## src/tot_consts.svh

```systemverilog
// Register offsets, field positions, reset values and fan constants of the offset block.
`ifndef TOT_CONSTS_SVH
`define TOT_CONSTS_SVH

`define TOT_ADDR_LOCAL_CORR     8'h0D
`define TOT_ADDR_REMOTE_ONE     8'h0E
`define TOT_ADDR_REMOTE_TWO     8'h0F
`define TOT_ADDR_BEHAVIOUR      8'h3F

`define TOT_SIGN_BIT            7
`define TOT_FULL_SPEED_BIT      7
`define TOT_MAG_MSB             3

`define TOT_RESET_CORRECTION    8'h00
`define TOT_RESET_BEHAVIOUR     8'h80
`define TOT_RESET_MAGNITUDE     4'h0
`define TOT_RESET_DUTY          4'h0
`define TOT_RESET_TEMP          8'h00
`define TOT_READ_ZERO           8'h00
`define TOT_FULL_DUTY           4'hF

`endif

```

## src/tot_pkg.sv

```systemverilog
// Types shared by the temperature offset and overtemperature override block.
package tot_pkg;

    typedef logic [7:0]        tot_reg_type;
    typedef logic signed [7:0] tot_temp_type;
    typedef logic [3:0]        tot_mag_type;
    typedef logic [3:0]        tot_duty_type;

endpackage : tot_pkg

```

## src/tot_temp_offset_overtemp_throttle_out_override.sv

```systemverilog
// Offset registers, overtemperature fan override and corrected temperature outputs.
`timescale 1ns/1ps
`include "tot_consts.svh"

module tot_temp_offset_overtemp_throttle_out_override #(
    parameter tot_pkg::tot_mag_type REVISION = 4'h0   // Arbitrary revision value.
) (
    input  wire logic                  ref_clk,
    input  wire logic                  rst,
    input  wire tot_pkg::tot_reg_type  regAddr,
    input  wire tot_pkg::tot_reg_type  regWrData,
    input  wire logic                  regWrite,
    input  wire logic                  regRead,
    output tot_pkg::tot_reg_type       regRdData,
    input  wire logic                  overtempThrottleOutN,
    input  wire tot_pkg::tot_temp_type localTempRaw,
    input  wire tot_pkg::tot_temp_type remoteOneTempRaw,
    input  wire tot_pkg::tot_temp_type remoteTwoTempRaw,
    input  wire tot_pkg::tot_duty_type normalFanOneDuty,
    input  wire tot_pkg::tot_duty_type normalFanTwoDuty,
    output tot_pkg::tot_duty_type      fanOneDuty,
    output tot_pkg::tot_duty_type      fanTwoDuty,
    output tot_pkg::tot_temp_type      localTempCorrected,
    output tot_pkg::tot_temp_type      remoteOneTempCorrected,
    output tot_pkg::tot_temp_type      remoteTwoTempCorrected,
    output logic                       overtempFullSpeedEn
);
    import tot_pkg::*;

    // Power-on behaviour value as a typed constant, so that single bits can be picked from it.
    localparam tot_reg_type RESET_BEHAVIOUR = `TOT_RESET_BEHAVIOUR;

    logic        localSign;
    tot_mag_type localMagnitude;
    logic        remoteOneSign;
    tot_mag_type remoteOneMagnitude;
    logic        remoteTwoSign;
    tot_mag_type remoteTwoMagnitude;
    logic        forceFull;

    // Adds or subtracts a whole-degree magnitude and saturates to the signed byte range.
    function automatic tot_temp_type applyOffset(input tot_temp_type t,
                                                 input logic        s,
                                                 input tot_mag_type m);
        logic signed [9:0] wide;
        begin
            wide = 10'sh000;
            if (s)
                wide = $signed({{2{t[7]}}, t}) - $signed({6'h00, m});
            else
                wide = $signed({{2{t[7]}}, t}) + $signed({6'h00, m});
            if (wide > 10'sh07F)
                applyOffset = 8'sh7F;
            else if (wide < -10'sh080)
                applyOffset = -8'sh80;
            else
                applyOffset = wide[7:0];
        end
    endfunction : applyOffset

    // Offset register writes; the local magnitude ignores writes, unused bits are not kept.
    always_ff @(posedge ref_clk)
    begin
        if (rst)
        begin
            localSign          <= 1'b0;
            localMagnitude     <= `TOT_RESET_MAGNITUDE;
            remoteOneSign      <= 1'b0;
            remoteOneMagnitude <= `TOT_RESET_MAGNITUDE;
            remoteTwoSign      <= 1'b0;
            remoteTwoMagnitude <= `TOT_RESET_MAGNITUDE;
        end
        else if (regWrite)
        begin
            unique case (regAddr)
                `TOT_ADDR_LOCAL_CORR:
                begin
                    localSign <= regWrData[`TOT_SIGN_BIT];
                end
                `TOT_ADDR_REMOTE_ONE:
                begin
                    remoteOneSign      <= regWrData[`TOT_SIGN_BIT];
                    remoteOneMagnitude <= regWrData[`TOT_MAG_MSB:0];
                end
                `TOT_ADDR_REMOTE_TWO:
                begin
                    remoteTwoSign      <= regWrData[`TOT_SIGN_BIT];
                    remoteTwoMagnitude <= regWrData[`TOT_MAG_MSB:0];
                end
                default:
                begin
                    localSign <= localSign;
                end
            endcase
        end
    end

    // Override enable; only bit 7 of the behaviour register is writable.
    always_ff @(posedge ref_clk)
    begin
        if (rst)
            overtempFullSpeedEn <= RESET_BEHAVIOUR[`TOT_FULL_SPEED_BIT];
        else if (regWrite && regAddr == `TOT_ADDR_BEHAVIOUR)
            overtempFullSpeedEn <= regWrData[`TOT_FULL_SPEED_BIT];
    end

    // Registered read data, one cycle after the read strobe; unmapped offsets read zero.
    always_ff @(posedge ref_clk)
    begin
        if (rst)
            regRdData <= `TOT_READ_ZERO;
        else if (regRead)
        begin
            unique case (regAddr)
                `TOT_ADDR_LOCAL_CORR: regRdData <= {localSign, 3'h0, localMagnitude};
                `TOT_ADDR_REMOTE_ONE: regRdData <= {remoteOneSign, 3'h0, remoteOneMagnitude};
                `TOT_ADDR_REMOTE_TWO: regRdData <= {remoteTwoSign, 3'h0, remoteTwoMagnitude};
                `TOT_ADDR_BEHAVIOUR:  regRdData <= {overtempFullSpeedEn, 3'h0, REVISION};
                default:              regRdData <= `TOT_READ_ZERO;
            endcase
        end
    end

    // Corrected readings feed limit comparison and fan control downstream.
    always_ff @(posedge ref_clk)
    begin
        if (rst)
        begin
            localTempCorrected     <= `TOT_RESET_TEMP;
            remoteOneTempCorrected <= `TOT_RESET_TEMP;
            remoteTwoTempCorrected <= `TOT_RESET_TEMP;
        end
        else
        begin
            localTempCorrected     <= applyOffset(localTempRaw, localSign, localMagnitude);
            remoteOneTempCorrected <= applyOffset(remoteOneTempRaw, remoteOneSign,
                                                  remoteOneMagnitude);
            remoteTwoTempCorrected <= applyOffset(remoteTwoTempRaw, remoteTwoSign,
                                                  remoteTwoMagnitude);
        end
    end

    // Full speed is forced only when enabled and the overtemperature output is low.
    assign forceFull = overtempFullSpeedEn && !overtempThrottleOutN;

    // Fan duty outputs.
    always_ff @(posedge ref_clk)
    begin
        if (rst)
        begin
            fanOneDuty <= `TOT_RESET_DUTY;
            fanTwoDuty <= `TOT_RESET_DUTY;
        end
        else if (forceFull)
        begin
            fanOneDuty <= `TOT_FULL_DUTY;
            fanTwoDuty <= `TOT_FULL_DUTY;
        end
        else
        begin
            fanOneDuty <= normalFanOneDuty;
            fanTwoDuty <= normalFanTwoDuty;
        end
    end
endmodule : tot_temp_offset_overtemp_throttle_out_override

```

## config.mk

```make
export PLATFORM = sky130hd
export DESIGN_NAME = tot_temp_offset_overtemp_throttle_out_override
export DESIGN_NICKNAME = d
export VERILOG_FILES = /design/src/tot_pkg.sv /design/src/tot_temp_offset_overtemp_throttle_out_override.sv
export VERILOG_INCLUDE_DIRS = /design/src
export SDC_FILE = /design/constraint.sdc
export NUM_CORES = 1
export LEC_CHECK = 0
export BUFFER_PORTS_ARGS = -buffer_cell sky130_fd_sc_hd__buf_2
export CAP_MARGIN = 30
export CORE_AREA = 2 2 77 86
export CTS_CLUSTER_DIAMETER = 120
export DETAILED_ROUTE_END_ITERATION = 10
export DIE_AREA = 0 0 79 88
export PLACE_DENSITY_LB_ADDON = 0.05
export SETUP_SLACK_MARGIN = 0.05
export SYNTH_ARGS = -nofsm -noshare
export SYNTH_HDL_FRONTEND = slang
export SYNTH_SLANG_ARGS = --single-unit
```

## constraint.sdc

```tcl
create_clock -name ref_clk -period 2.8 [get_ports ref_clk]
set_clock_uncertainty 0.15 [all_clocks]
set_input_delay 0 -clock ref_clk [delete_from_list [all_inputs] [get_ports ref_clk]]
set_output_delay 0 -clock ref_clk [all_outputs]
set_load 0.005 [all_outputs]
```

Word-level counts from Yosys, hierarchy flattened
Cells that the tools add are included.
{"block": "classes", "addsub": 4, "n_reduce_logical": 9, "n_eq_ne": 4, "n_lt_le_gt_ge": 6, "n_mux": 14}
{"cell": "10-bit 2-to-1 mux", "n": 5}
{"cell": "8-bit one-hot mux with 4 select lines", "n": 1}
{"cell": "10-bit by 8-bit > comparator with 1-bit output (second input constant)", "n": 3}
{"cell": "10-bit by 8-bit less-than comparator with 1-bit output (second input constant)", "n": 3}
{"cell": "8-bit by 4-bit equality test with 1-bit output (second input constant)", "n": 3}
{"cell": "8-bit 2-to-1 mux", "n": 3}
{"cell": "7-bit 2-to-1 mux", "n": 3}
{"cell": "8-bit by 5-bit adder with 9-bit output", "n": 2}
{"cell": "8-bit by 5-bit subtractor with 9-bit output", "n": 2}
{"cell": "8-bit by 6-bit equality test with 1-bit output (second input constant)", "n": 1}
{"cell": "4-bit 2-to-1 mux", "n": 2}
{"cell": "2-bit AND reduction", "n": 3}
{"cell": "2-bit OR reduction", "n": 3}
{"cell": "1-bit logical AND", "n": 2}
{"cell": "1-bit zero test", "n": 1}
{"block": "word_totals", "in_bits": 53, "out_inout_bits": 41, "reg_bits": 52, "wordCells": 52}

Longest topological paths before layout
Gate-level depths: netlist (run 1).
{"block": "depth", "depth_word": 6, "ltp_mapped": 11}

Worst setup path after synthesis (run 1)
Ideal clock, no wire load.
{"block": "synth_path", "path_kind": "flip-flop to flip-flop", "startpoint": "register remoteTwoMagnitude[0]", "endpoint": "register remoteTwoTempCorrected[3]", "arrival_time_ns": 2.446, "setup_ns": 0.096, "required_time_ns": 2.554, "path_stages_with_launch": 11, "synth_period_minus_slack_ns": 2.692, "n_path_buf": 0, "setup_slack_ns": 0.108, "cell_sequence": "dfxtp_1 inv_1 ha_1 mux2_2 fa_1 nand2b_1 a21oi_2 a41oi_1 xnor2_2 nor2_2 o41ai_2"}
{"block": "synth_via", "elab_chain_len": 6, "word_cells_on_any_way": 8, "classes_between": "add/sub: 2; order compare: 2; mux: 4"}
{"element": "start: declaration", "line_no": "tot_temp_offset_overtemp_throttle_out_override.sv:38", "text": "tot_mag_type remoteTwoMagnitude;"}
{"element": "start signal: assignment", "line_no": "tot_temp_offset_overtemp_throttle_out_override.sv:71", "text": "remoteTwoMagnitude <= `TOT_RESET_MAGNITUDE;"}
{"element": "start signal: assignment", "line_no": "tot_temp_offset_overtemp_throttle_out_override.sv:88", "text": "remoteTwoMagnitude <= regWrData[`TOT_MAG_MSB:0];"}
{"element": "8-bit by 5-bit adder with 9-bit output / 8-bit by 5-bit subtractor with 9-bit output (equally long branches)", "line_no": "tot_temp_offset_overtemp_throttle_out_override.sv:51, tot_temp_offset_overtemp_throttle_out_override.sv:49"}
{"element": "10-bit 2-to-1 mux (*)", "line_no": "tot_temp_offset_overtemp_throttle_out_override.sv:48", "text": "if (s)"}
{"element": "10-bit 2-to-1 mux (*)", "line_no": "tot_temp_offset_overtemp_throttle_out_override.sv:127", "text": "if (rst)"}
{"element": "10-bit by 8-bit less-than comparator with 1-bit output", "line_no": "tot_temp_offset_overtemp_throttle_out_override.sv:54", "text": "else if (wide < -10'sh080)"}
{"element": "8-bit 2-to-1 mux", "line_no": "tot_temp_offset_overtemp_throttle_out_override.sv:54"}
{"element": "7-bit 2-to-1 mux (*)", "line_no": "tot_temp_offset_overtemp_throttle_out_override.sv:52", "text": "if (wide > 10'sh07F)"}
{"element": "end signal: assignment", "line_no": "tot_temp_offset_overtemp_throttle_out_override.sv:131", "text": "remoteTwoTempCorrected <= `TOT_RESET_TEMP;"}
{"element": "end signal: assignment", "line_no": "tot_temp_offset_overtemp_throttle_out_override.sv:138", "text": "remoteTwoTempCorrected <= applyOffset(remoteTwoTempRaw, remoteTwoSign,"}
{"element": "end: declaration", "line_no": "tot_temp_offset_overtemp_throttle_out_override.sv:25", "text": "output tot_pkg::tot_temp_type remoteTwoTempCorrected,"}
Every way passes the cells marked *; elsewhere a longest branch is shown, timed or not. The select of a mux whose other input is x is not followed.
A chain may end at the register's enable or synchronous reset.

Final worst setup path (run 1)
{"block": "layout_path", "startpoint": "register remoteTwoMagnitude[1]", "endpoint": "register remoteTwoTempCorrected[0]"}
Same word-level chain as after synthesis.

==> flow_summary.json, run 1 <==
{
  "run_status": "finished clean",
  "crit_chain": "inv_2, ha_4, mux2_4, fa_2, nand2b_4, a21oi_4, a41oi_2, xnor2_2, nand3b_1, o31ai_1",
  "fp.dieW_um": 79,
  "p_sw_mw": 0.413,
  "max_slew_margin_pct": 60.8,
  "h-tree-depth": 2,
  "cts.sinks": 49,
  "via_count": 2521,
  "p_int_mw": 1.10,
  "crit_arrival_ns": 2.76,
  "rows": 30,
  "start_kind": "flop",
  "start_util_pct": 43.5,
  "dp.cells": 469,
  "synth_top_cell_by_area": "dfxtp_1",
  "ir_worst_vdd_v": 0.000250,
  "grtUsageTotal_pct": 19.0,
  "seq_area_frac_synth_pct": 37.1,
  "antennaDiodeCount": 0,
  "drc": 0,
  "worst-setup-path-type": "reg2reg",
  "clock.fmax_mhz": 372,
  "finalInstanceArea_mm2": 0.00391,
  "met3_usage_pct": 2.68,
  "grt_pass1_vias": 2403,
  "area_growth_syn_to_layout_pct": 47.8,
  "yosysMostFrequentCell": "nor2_1",
  "synthDominantCellAreaShare_pct": 37.1,
  "viasPerCell": 4.83,
  "grt_max_degree": 34,
  "rrSetupSlack_ns": 0.11,
  "synth_cell_type_count": 48,
  "synth_cells": 300,
  "final_cells": 522,
  "max_stage_delay_ns": 0.37,
  "switching_share_pct": 27.3,
  "worst_pin_slew_ns": 0.587,
  "nets": 518,
  "cts_tree": "built",
  "place.gp.congestion": 0.842,
  "min_path_type": "in2reg",
  "clock_latency_ns": 0.30,
  "critPathTopFamily": "adder cells",
  "ys_top_cells_by_area": "dfxtp_1, ha_1, nor2_1",
  "wl_um": 6740,
  "p_comb_share_pct": 22.5,
  "cts.clk_slew.worst_paths_ns": 0.10,
  "met2_usage_pct": 36.5,
  "cts_buffers": 5,
  "antenna_found_initial": 0,
  "grt_pass1_wl_um": 10400,
  "cp.buffers_inverters": 1,
  "period_needed_ns": 2.69,
  "finalSetupViolCount": 0,
  "cts-root-buf": "clkbuf_8",
  "synthFlopType": "dfxtp_1",
  "gr-total-overflow": 0,
  "cp_slowest_cell": "dfxtp_2",
  "setup.worst_path.end_class": "flop",
  "p_per_area_mw_per_mm2": 387,
  "use_met1_pct": 20.9,
  "wl_per_cell_um": 12.9,
  "synthArstFlopShare_pct": 0,
  "power_frac_clock_pct": 27.9,
  "hpwl_um": 4830,
  "mappedNetlistArea_mm2": 0.00264,
  "cap_violations": 0,
  "synth-edff-count": 0,
  "report.final.slew_viol_count": 0,
  "crit_fanout": 7,
  "worstPathRequired_ns": 2.87,
  "io_buffers": 87,
  "drtAntennaViolNets": 0,
  "synthTopCellsByCount": "nor2_1, dfxtp_1, ha_1",
  "fin_crit_sh_pct": 96.0,
  "pwr-share-seq_pct": 49.7,
  "dieHeight_um": 88,
  "yosysWarnings": 0,
  "syn_area_per_cell_um2": 8.81,
  "first_pass_iters": 4,
  "drive_above_1_share_pct": 34.4,
  "leakagePower_nw": 1.83,
  "ioPinCount": 94,
  "top_usage_layer": "met2",
  "rsz0062_at_grt": "yes",
  "core_area_mm2": 0.00608,
  "die_area_mm2": 0.00695,
  "finalHoldViolations": 0,
  "post_dp_cell_area_mm2": 0.00322,
  "clock_path_buffers": 2,
  "synth-seq-cells": 49,
  "drtIter0Drc": 47
}
-- per-layer routing --
metal | share of wire, % | up-vias
met5 | 0 | -
met4 | 2.1 | 0
met3 | 2.7 | 11
met2 | 55 | 44
met1 | 41 | 1164
li1 | - | 1302
-- through the flow --
step           worst slack (ns)  utilization [%]  total power [mW]  hold WS, ns  setup TNS (ns)
2_1_floorplan             0.108                -             0.919      -0.0321               0
3_3_place_gp            -0.0354             53.0              1.03       0.0566         -0.0609
5_1_grt                 -0.0410             64.2              1.60       0.0598          -0.236
4_1_cts                  0.0487             61.9              1.52      0.00462               0
3_5_place_dp            -0.0421             53.0              1.04       0.0645          -0.204
6_report                  0.111             64.2              1.51       0.0238               0
-- logic make-up (layout without fill, tap and decap cells) --
kind of cell | count (synthesis) | in the layout | synth area share (%)
compound gates | 58 | 58 | 15.1
xor+xnor | 14 | 14 | 4.92
other cells | 1 | 3 | 0.142
fa+ha+maj | 24 | 24 | 11.9
buf+inv | 28 | 168 | 4.50
flops | 49 | 49 | 37.1
mux | 17 | 17 | 6.63
simple gates | 109 | 109 | 19.7
-- state kept, by name, summed over array words and instances, names as in the netlist, 4 cells and up --
| signal | cells |
|---|---|
| fanOneDuty | 4 |
| regRdData | 5 |
| remoteTwoTempCorrected | 8 |
| remoteTwoMagnitude | 4 |
| localTempCorrected | 8 |
| remoteOneTempCorrected | 8 |
| fanTwoDuty | 4 |
| remoteOneMagnitude | 4 |
-- cell usage in the layout (no fill, tap or decap), types with 4 or more instances in the layout --
master         netlist  layout
a21o_1               6       6
a21oi_1             15      12
buf_2                2      87
buf_4                3      16
clkbuf_8             0       5
dfxtp_1             49      45
dfxtp_2              0       4
dlygate4sd3_1        0      40
ha_1                22      20
inv_1               14      11
mux2i_1             13      13
nand2_1             11      11
nand2b_1             8       6
nand3_1              5       5
nor2_1              52      51
nor2b_1             16      16
o21ai_0              9       7
o31ai_1             12      10
xnor2_1              8       8
xor2_1               5       5
-- final cells by class --
cell class                 count  area [µm²]
clock buffer                   5        68.8
clock inverter                 3        22.5
fill                         561        2170
inverter                      14        52.6
multi-input combinational    225        1690
sequential                    49         986
tap                           80         100
timing repair buffer         146         990
-- final timing paths --
path / from / cells past startpoint / to
setup / recovery: remoteTwoMagnitude[1] / 10 / remoteTwoTempCorrected[0]
setup reg to reg: remoteTwoMagnitude[1] / 10 / remoteTwoTempCorrected[0]
hold reg to reg: localSign / 2 / localSign
hold / removal: regAddr[6] / 6 / localSign
-- power by group through the flow --
stage	clock, mW	combinational [mW]	sequential, mW
floorplan	0	0.143	0.776
global placement	0	0.268	0.767
detailed placement	0	0.271	0.767
CTS	0.443	0.324	0.751
global route	0.466	0.376	0.756
finish	0.421	0.340	0.751
-- worst min-delay path: stages --
cell,delay [ns]
buf_2,0.08
nor2_1,0.05
nand2_1,0.07
nor3_1,0.05
mux2i_1,0.11
nor2_1,0.08
-- what timing repair did --
item / 4_1_cts / 5_1_grt
buffers inserted: 2 / 3
hold endpoints to repair: 36 / 0
gates resized for setup: 8 / 30
endpoints found under the setup margin: 14 / 14
hold buffers: 40 / 0
pin swaps: 5 / 19
No activity file was read; power rests on OpenSTA's default activity.
==> run 2, diff against run 1 <==
--- a/config.mk
+++ b/config.mk
@@ -8,10 +8,10 @@
 export LEC_CHECK = 0
 export BUFFER_PORTS_ARGS = -buffer_cell sky130_fd_sc_hd__buf_2
 export CAP_MARGIN = 30
-export CORE_AREA = 2 2 77 86
+export CORE_AREA = 2 2 80 82
 export CTS_CLUSTER_DIAMETER = 120
 export DETAILED_ROUTE_END_ITERATION = 10
-export DIE_AREA = 0 0 79 88
+export DIE_AREA = 0 0 82 84
 export PLACE_DENSITY_LB_ADDON = 0.05
 export SETUP_SLACK_MARGIN = 0.05
 export SYNTH_ARGS = -nofsm -noshare
==> flow_summary.json, run 2 (same netlist as run 1, synthesis figures left out) <==
{
  "cts_tree": "built",
  "worstPathRequired_ns": 2.86,
  "nets": 522,
  "clock_latency_ns": 0.31,
  "core_area_mm2": 0.00610,
  "pwr-share-seq_pct": 49.2,
  "place.gp.congestion": 0.822,
  "grt_max_degree": 29,
  "leakagePower_nw": 1.86,
  "drtAntennaViolNets": 0,
  "report.final.slew_viol_count": 0,
  "cts_buffers": 5,
  "drtIter0Drc": 59,
  "crit_arrival_ns": 2.74,
  "final_cell_mix": "buf_2, nor2_1, dfxtp_1, dlygate4sd3_1, buf_4",
  "worst-setup-path-type": "reg2reg",
  "wl_um": 6650,
  "cts.sinks": 49,
  "switching_share_pct": 27.5,
  "start_kind": "flop",
  "fp.dieW_um": 82,
  "start_util_pct": 43.3,
  "rsz0062_at_grt": "yes",
  "cap_violations": 0,
  "wl_per_cell_um": 12.7,
  "p_int_mw": 1.10,
  "drive_above_1_share_pct": 36.1,
  "viasPerCell": 4.79,
  "post-route-util_pct": 64.9,
  "cts.clk_slew.worst_paths_ns": 0.08,
  "die_area_mm2": 0.00689,
  "finalHoldViolations": 0,
  "run_status": "finished clean",
  "ir_worst_vdd_v": 0.000235,
  "p_sw_mw": 0.419,
  "antennaDiodeCount": 0,
  "area_growth_syn_to_layout_pct": 49.8,
  "max_slew_margin_pct": 60.1,
  "setup-tns-final_ns": 0,
  "num-fill-cells": 545,
  "clock_path_buffers": 2,
  "p_per_area_mw_per_mm2": 385,
  "worst_pin_slew_ns": 0.597,
  "grt_pass1_wl_um": 10400,
  "hpwl_um": 4570,
  "ioPinCount": 94,
  "via_count": 2503,
  "h-tree-depth": 2,
  "antenna_found_initial": 0,
  "p_comb_share_pct": 22.9,
  "setup.worst_path.end_class": "flop",
  "grt_pass1_vias": 2347,
  "drc": 0,
  "rows": 29,
  "crit_fanout": 7,
  "grtUsageTotal_pct": 19.3,
  "final_common_cell": "buf_2",
  "first_pass_iters": 5,
  "power_frac_clock_pct": 27.9,
  "fin_crit_sh_pct": 95.7,
  "min_path_type": "in2reg",
  "finalSetupViolCount": 0,
  "period_needed_ns": 2.68,
  "io_buffers": 87,
  "clock.fmax_mhz": 373,
  "largestRegisters": "localTempCorrected (8), remoteOneTempCorrected (8), remoteTwoTempCorrected (8)",
  "cts-root-buf": "clkbuf_8",
  "gr-total-overflow": 0,
  "dieHeight_um": 84
}
==> run 2: metrics by stage <==
stage	cells	cell area, µm²	hold slack [ns]	total power [mW]	worst slack, ns
floorplan	302	2650	-0.0321	0.919	0.108
global placement	467	3230	0.0566	1.03	0.0285
detailed placement	467	3230	0.0633	1.03	-0.0278
CTS	517	3760	0.000441	1.51	0.0559
global route	523	3960	0.0363	1.61	-0.0238
finish	523	3960	0.0196	1.52	0.119
==> run 2: path summary, 6_finish.rpt <==
kind	startpoint	endpoint	slack (ns)	cells past startpoint
worst max register to register	remoteTwoMagnitude[1]	remoteTwoTempCorrected[3]	0.12	10
worst max-delay path	remoteTwoMagnitude[1]	remoteTwoTempCorrected[3]	0.12	10
worst min register to register	localSign	localSign	0.39	2
worst min-delay path	remoteTwoTempRaw[5]	remoteTwoTempCorrected[5]	0.02	4
==> run 2: final cells by class <==
type                       count  area [µm²]  area share [%]
timing repair buffer         150        1020            25.7
sequential                    49         992            25.1
inverter                      14        55.1            1.39
clock buffer                   5        68.8            1.74
multi-input combinational    225        1710            43.2
tap                           77        96.3            2.43
clock inverter                 3        21.3           0.537
==> run 2: what timing repair did <==
item                                    CTS  global route
endpoints found under the hold margin    36             0
endpoints found under the setup margin   14            14
pin swaps                                 5            21
hold buffers                             40             0
resized for setup                         8            36
setup buffers                             2             6
==> run 2: power groups by stage <==
stage / clock network (mW) / logic (mW) / registers, mW
after floorplan: 0 / 0.143 / 0.776
after global placement: 0 / 0.266 / 0.767
after detailed placement: 0 / 0.267 / 0.766
after CTS: 0.440 / 0.320 / 0.750
after global routing: 0.473 / 0.384 / 0.753
final: 0.425 / 0.349 / 0.749
==> run 2: worst max-delay path, stage by stage (launching register included) <==
cell and delay [ns]:
dfxtp_4 0.39, inv_4 0.04, ha_4 0.22, mux2_4 0.29, fa_2 0.37, nand2b_4 0.15, a21oi_4 0.14, a41oi_2 0.15
xnor2_2 0.29, nor2_4 0.09, o41ai_2 0.32
==> run 2: routing by layer <==
| metal | global-route usage [%] | vias up | part of all wire (%) | wire length (µm) |
|---|---|---|---|---|
| li1 | - | 1308 | - | - |
| met1 | 22.3 | 1147 | 42 | 2820 |
| met2 | 35.3 | 42 | 53 | 3540 |
| met3 | 3.35 | 6 | 3.1 | 209 |
| met4 | 5.45 | 0 | 1.2 | 80 |
| met5 | 0 | - | 0 | 0 |
==> run 3, diff against run 2 <==
--- a/config.mk
+++ b/config.mk
@@ -6,12 +6,13 @@
 export SDC_FILE = /design/constraint.sdc
 export NUM_CORES = 1
 export LEC_CHECK = 0
+export ABC_AREA = 1
 export BUFFER_PORTS_ARGS = -buffer_cell sky130_fd_sc_hd__buf_2
 export CAP_MARGIN = 30
-export CORE_AREA = 2 2 80 82
+export CORE_AREA = 2 2 83 85
 export CTS_CLUSTER_DIAMETER = 120
 export DETAILED_ROUTE_END_ITERATION = 10
-export DIE_AREA = 0 0 82 84
+export DIE_AREA = 0 0 85 87
 export PLACE_DENSITY_LB_ADDON = 0.05
 export SETUP_SLACK_MARGIN = 0.05
 export SYNTH_ARGS = -nofsm -noshare
==> flow_summary.json, run 3 <==
{
  "mappedNetlistArea_mm2": 0.00294,
  "final_common_cell": "nand2_1",
  "cp_slowest_cell": "dfxtp_1",
  "fin_ws_ns": 0.268,
  "crit_arrival_ns": 2.62,
  "setup.worst_path.end_class": "flop",
  "hpwl_um": 5360,
  "finalInstanceArea_mm2": 0.00400,
  "io_buffers": 87,
  "cts.sinks": 49,
  "core_area_mm2": 0.00657,
  "cts.clk_slew.worst_paths_ns": 0.10,
  "cts_buffers": 5,
  "leakagePower_nw": 2.11,
  "yosysMostFrequentCell": "nand2_1",
  "synth_cells": 415,
  "dieHeight_um": 87,
  "start_kind": "flop",
  "synthFlopType": "dfxtp_1",
  "worstPathRequired_ns": 2.89,
  "max_slew_margin_pct": 51.3,
  "wl_um": 7330,
  "reg2reg_depth": 12,
  "clock_latency_ns": 0.29,
  "min_path_type": "in2reg",
  "rsz0062_at_grt": "no",
  "wl_per_cell_um": 11.6,
  "yosysWarnings": 0,
  "synth-seq-cells": 49,
  "report.final.slew_viol_count": 0,
  "clock_path_buffers": 2,
  "run_status": "finished clean",
  "final_cell_mix": "nand2_1, buf_2, inv_1, dfxtp_1, dlygate4sd3_1",
  "area_growth_syn_to_layout_pct": 36.0,
  "p_int_mw": 1.09,
  "drtIter0Drc": 86,
  "fp.dieW_um": 85,
  "drive_above_1_share_pct": 24.5,
  "cp_common_cell": "nand2_1",
  "period_needed_ns": 2.53,
  "place.gp.congestion": 0.831,
  "finalSetupViolCount": 0,
  "synthDominantCellAreaShare_pct": 33.4,
  "place_ws_ns": 0.284,
  "via_count": 2937,
  "nets": 626,
  "ir_worst_vdd_v": 0.000283,
  "pwr-share-seq_pct": 48.3,
  "p_per_area_mw_per_mm2": 387,
  "rows": 30,
  "rrSetupSlack_ns": 0.27,
  "clock.fmax_mhz": 395,
  "synthArstFlopShare_pct": 0,
  "grt_pass1_vias": 2648,
  "num-fill-cells": 606,
  "p_sw_mw": 0.455,
  "gr-total-overflow": 0,
  "hold_start": "remoteTwoTempRaw[7]",
  "seq_area_frac_synth_pct": 33.4,
  "post_dp_cell_area_mm2": 0.00344,
  "max_stage_delay_ns": 0.34,
  "synth_top_cell_by_area": "dfxtp_1",
  "die_area_mm2": 0.00740,
  "cap_violations": 0,
  "ys_top_cells_by_area": "dfxtp_1, nand2_1, ha_1",
  "h-tree-depth": 2,
  "fin_crit_sh_pct": 90.4,
  "drc": 0,
  "power_frac_clock_pct": 28.2,
  "syn_area_per_cell_um2": 7.09,
  "drtAntennaViolNets": 0,
  "synthTopCellsByCount": "nand2_1, inv_1, dfxtp_1",
  "hold_slack_ns": 0.00626,
  "p_comb_share_pct": 23.5,
  "hold_depth": 5,
  "grtUsageTotal_pct": 19.9,
  "cts-root-buf": "clkbuf_8",
  "ioPinCount": 94,
  "antenna_found_initial": 0,
  "reg2reg_to": "remoteOneTempCorrected[1]",
  "r2r-start": "remoteOneMagnitude[1]",
  "antennaDiodeCount": 0,
  "viasPerCell": 4.66,
  "switching_share_pct": 29.4,
  "finalHoldViolations": 0,
  "worst-setup-path-type": "reg2reg",
  "largestRegisters": "localTempCorrected (8), remoteOneTempCorrected (8), remoteTwoTempCorrected (8)",
  "synth_cell_type_count": 34,
  "crit_fanout": 5,
  "worst_pin_slew_ns": 0.730,
  "crit_chain": "nor3_1, ha_1, o21ai_0, ha_1, or2_4, nand3_2, nand2_1, nand2_1, nand2_1, nand2_2, nand2_2, nor2_1",
  "first_pass_iters": 4,
  "seq_area_um2": 981,
  "grt_max_degree": 26,
  "synth-edff-count": 0,
  "start_util_pct": 44.8,
  "setup-tns-final_ns": 0,
  "grt_pass1_wl_um": 11900,
  "total_power_mw": 1.55,
  "cts_tree": "built",
  "min_to": "remoteTwoTempCorrected[7]",
  "multiInputGateArea_mm2": 0.00165
}
[run 3: worst max-delay path, delay by kind of cell (launching register included)]
kind | cells | cell delay, ns
AOI/OAI and AO/OA | 1 | 0.19
adders and majority gates | 2 | 0.60
DFF | 1 | 0.34
and+or+nand+nor | 9 | 1.18
[run 3: power groups by stage]
stage | clock, mW | sequential (mW) | combinational, mW
floorplan | 0 | 0.772 | 0.192
global placement | 0 | 0.764 | 0.309
detailed placement | 0 | 0.764 | 0.313
CTS | 0.451 | 0.748 | 0.361
global route | 0.470 | 0.752 | 0.410
finish | 0.436 | 0.748 | 0.363
[run 3: final cells by class]
cell class,count,area share (%)
multi-input cells,285,41.1
flip-flops and latches,49,24.5
repair buffers,133,22.4
clock inverters,3,0.657
well taps,80,2.50
inverters,75,7.04
clock buffers,5,1.72
[run 3: how the worst max path moves through the flow]
| stage | from | to | slack [ns] | depth (start not counted) |
|---|---|---|---|---|
| finish | remoteOneMagnitude[1] | remoteOneTempCorrected[1] | 0.27 | 12 |
| global route | remoteOneMagnitude[0] | remoteOneTempCorrected[0] | 0.08 | 12 |
| CTS | remoteTwoMagnitude[0] | remoteTwoTempCorrected[0] | 0.25 | 12 |
| detailed placement | remoteTwoMagnitude[0] | remoteTwoTempCorrected[0] | 0.28 | 12 |
| global placement | remoteOneMagnitude[0] | remoteOneTempCorrected[1] | 0.32 | 12 |
| floorplan | remoteOneMagnitude[0] | remoteOneTempCorrected[0] | 0.57 | 15 |
[run 3: per-stage QoR]
step	std cells	utilization [%]
CTS	630	60.8
floorplan	417	-
finish	630	60.9
global route	630	60.9
detailed placement	576	52.4
global placement	576	52.4
[run 3: cell families (layout without fill, tap and decap cells)]
| logic type | after synthesis | count (layout) | synth area share, % |
|---|---|---|---|
| other | 1 | 3 | 0.128 |
| XOR/XNOR | 7 | 7 | 2.09 |
| flip-flops | 49 | 49 | 33.4 |
| AND/OR/NAND/NOR | 188 | 188 | 30.3 |
| AO/OA/AOI/OAI | 63 | 63 | 12.3 |
| buffers and inverters | 83 | 216 | 11.1 |
| adder cells (fa/ha/maj) | 24 | 24 | 10.7 |
[run 3: per-layer routing]
layer | global-route usage, % | up-vias | share of wire (%)
li1 | - | 1565 | -
met1 | 25.5 | 1301 | 49
met2 | 36.0 | 69 | 47
met3 | 2.94 | 2 | 4.1
met4 | 3.03 | 0 | 0.42
met5 | 0 | - | 0
[run 3: repair_timing]
| item | 4_1_cts | 5_1_grt |
|---|---|---|
| hold buffers | 46 | 0 |
| hold endpoints to repair | 34 | 0 |
| resized for setup | 0 | 3 |
| setup buffers | 0 | 0 |
| setup endpoints to repair | 0 | 11 |
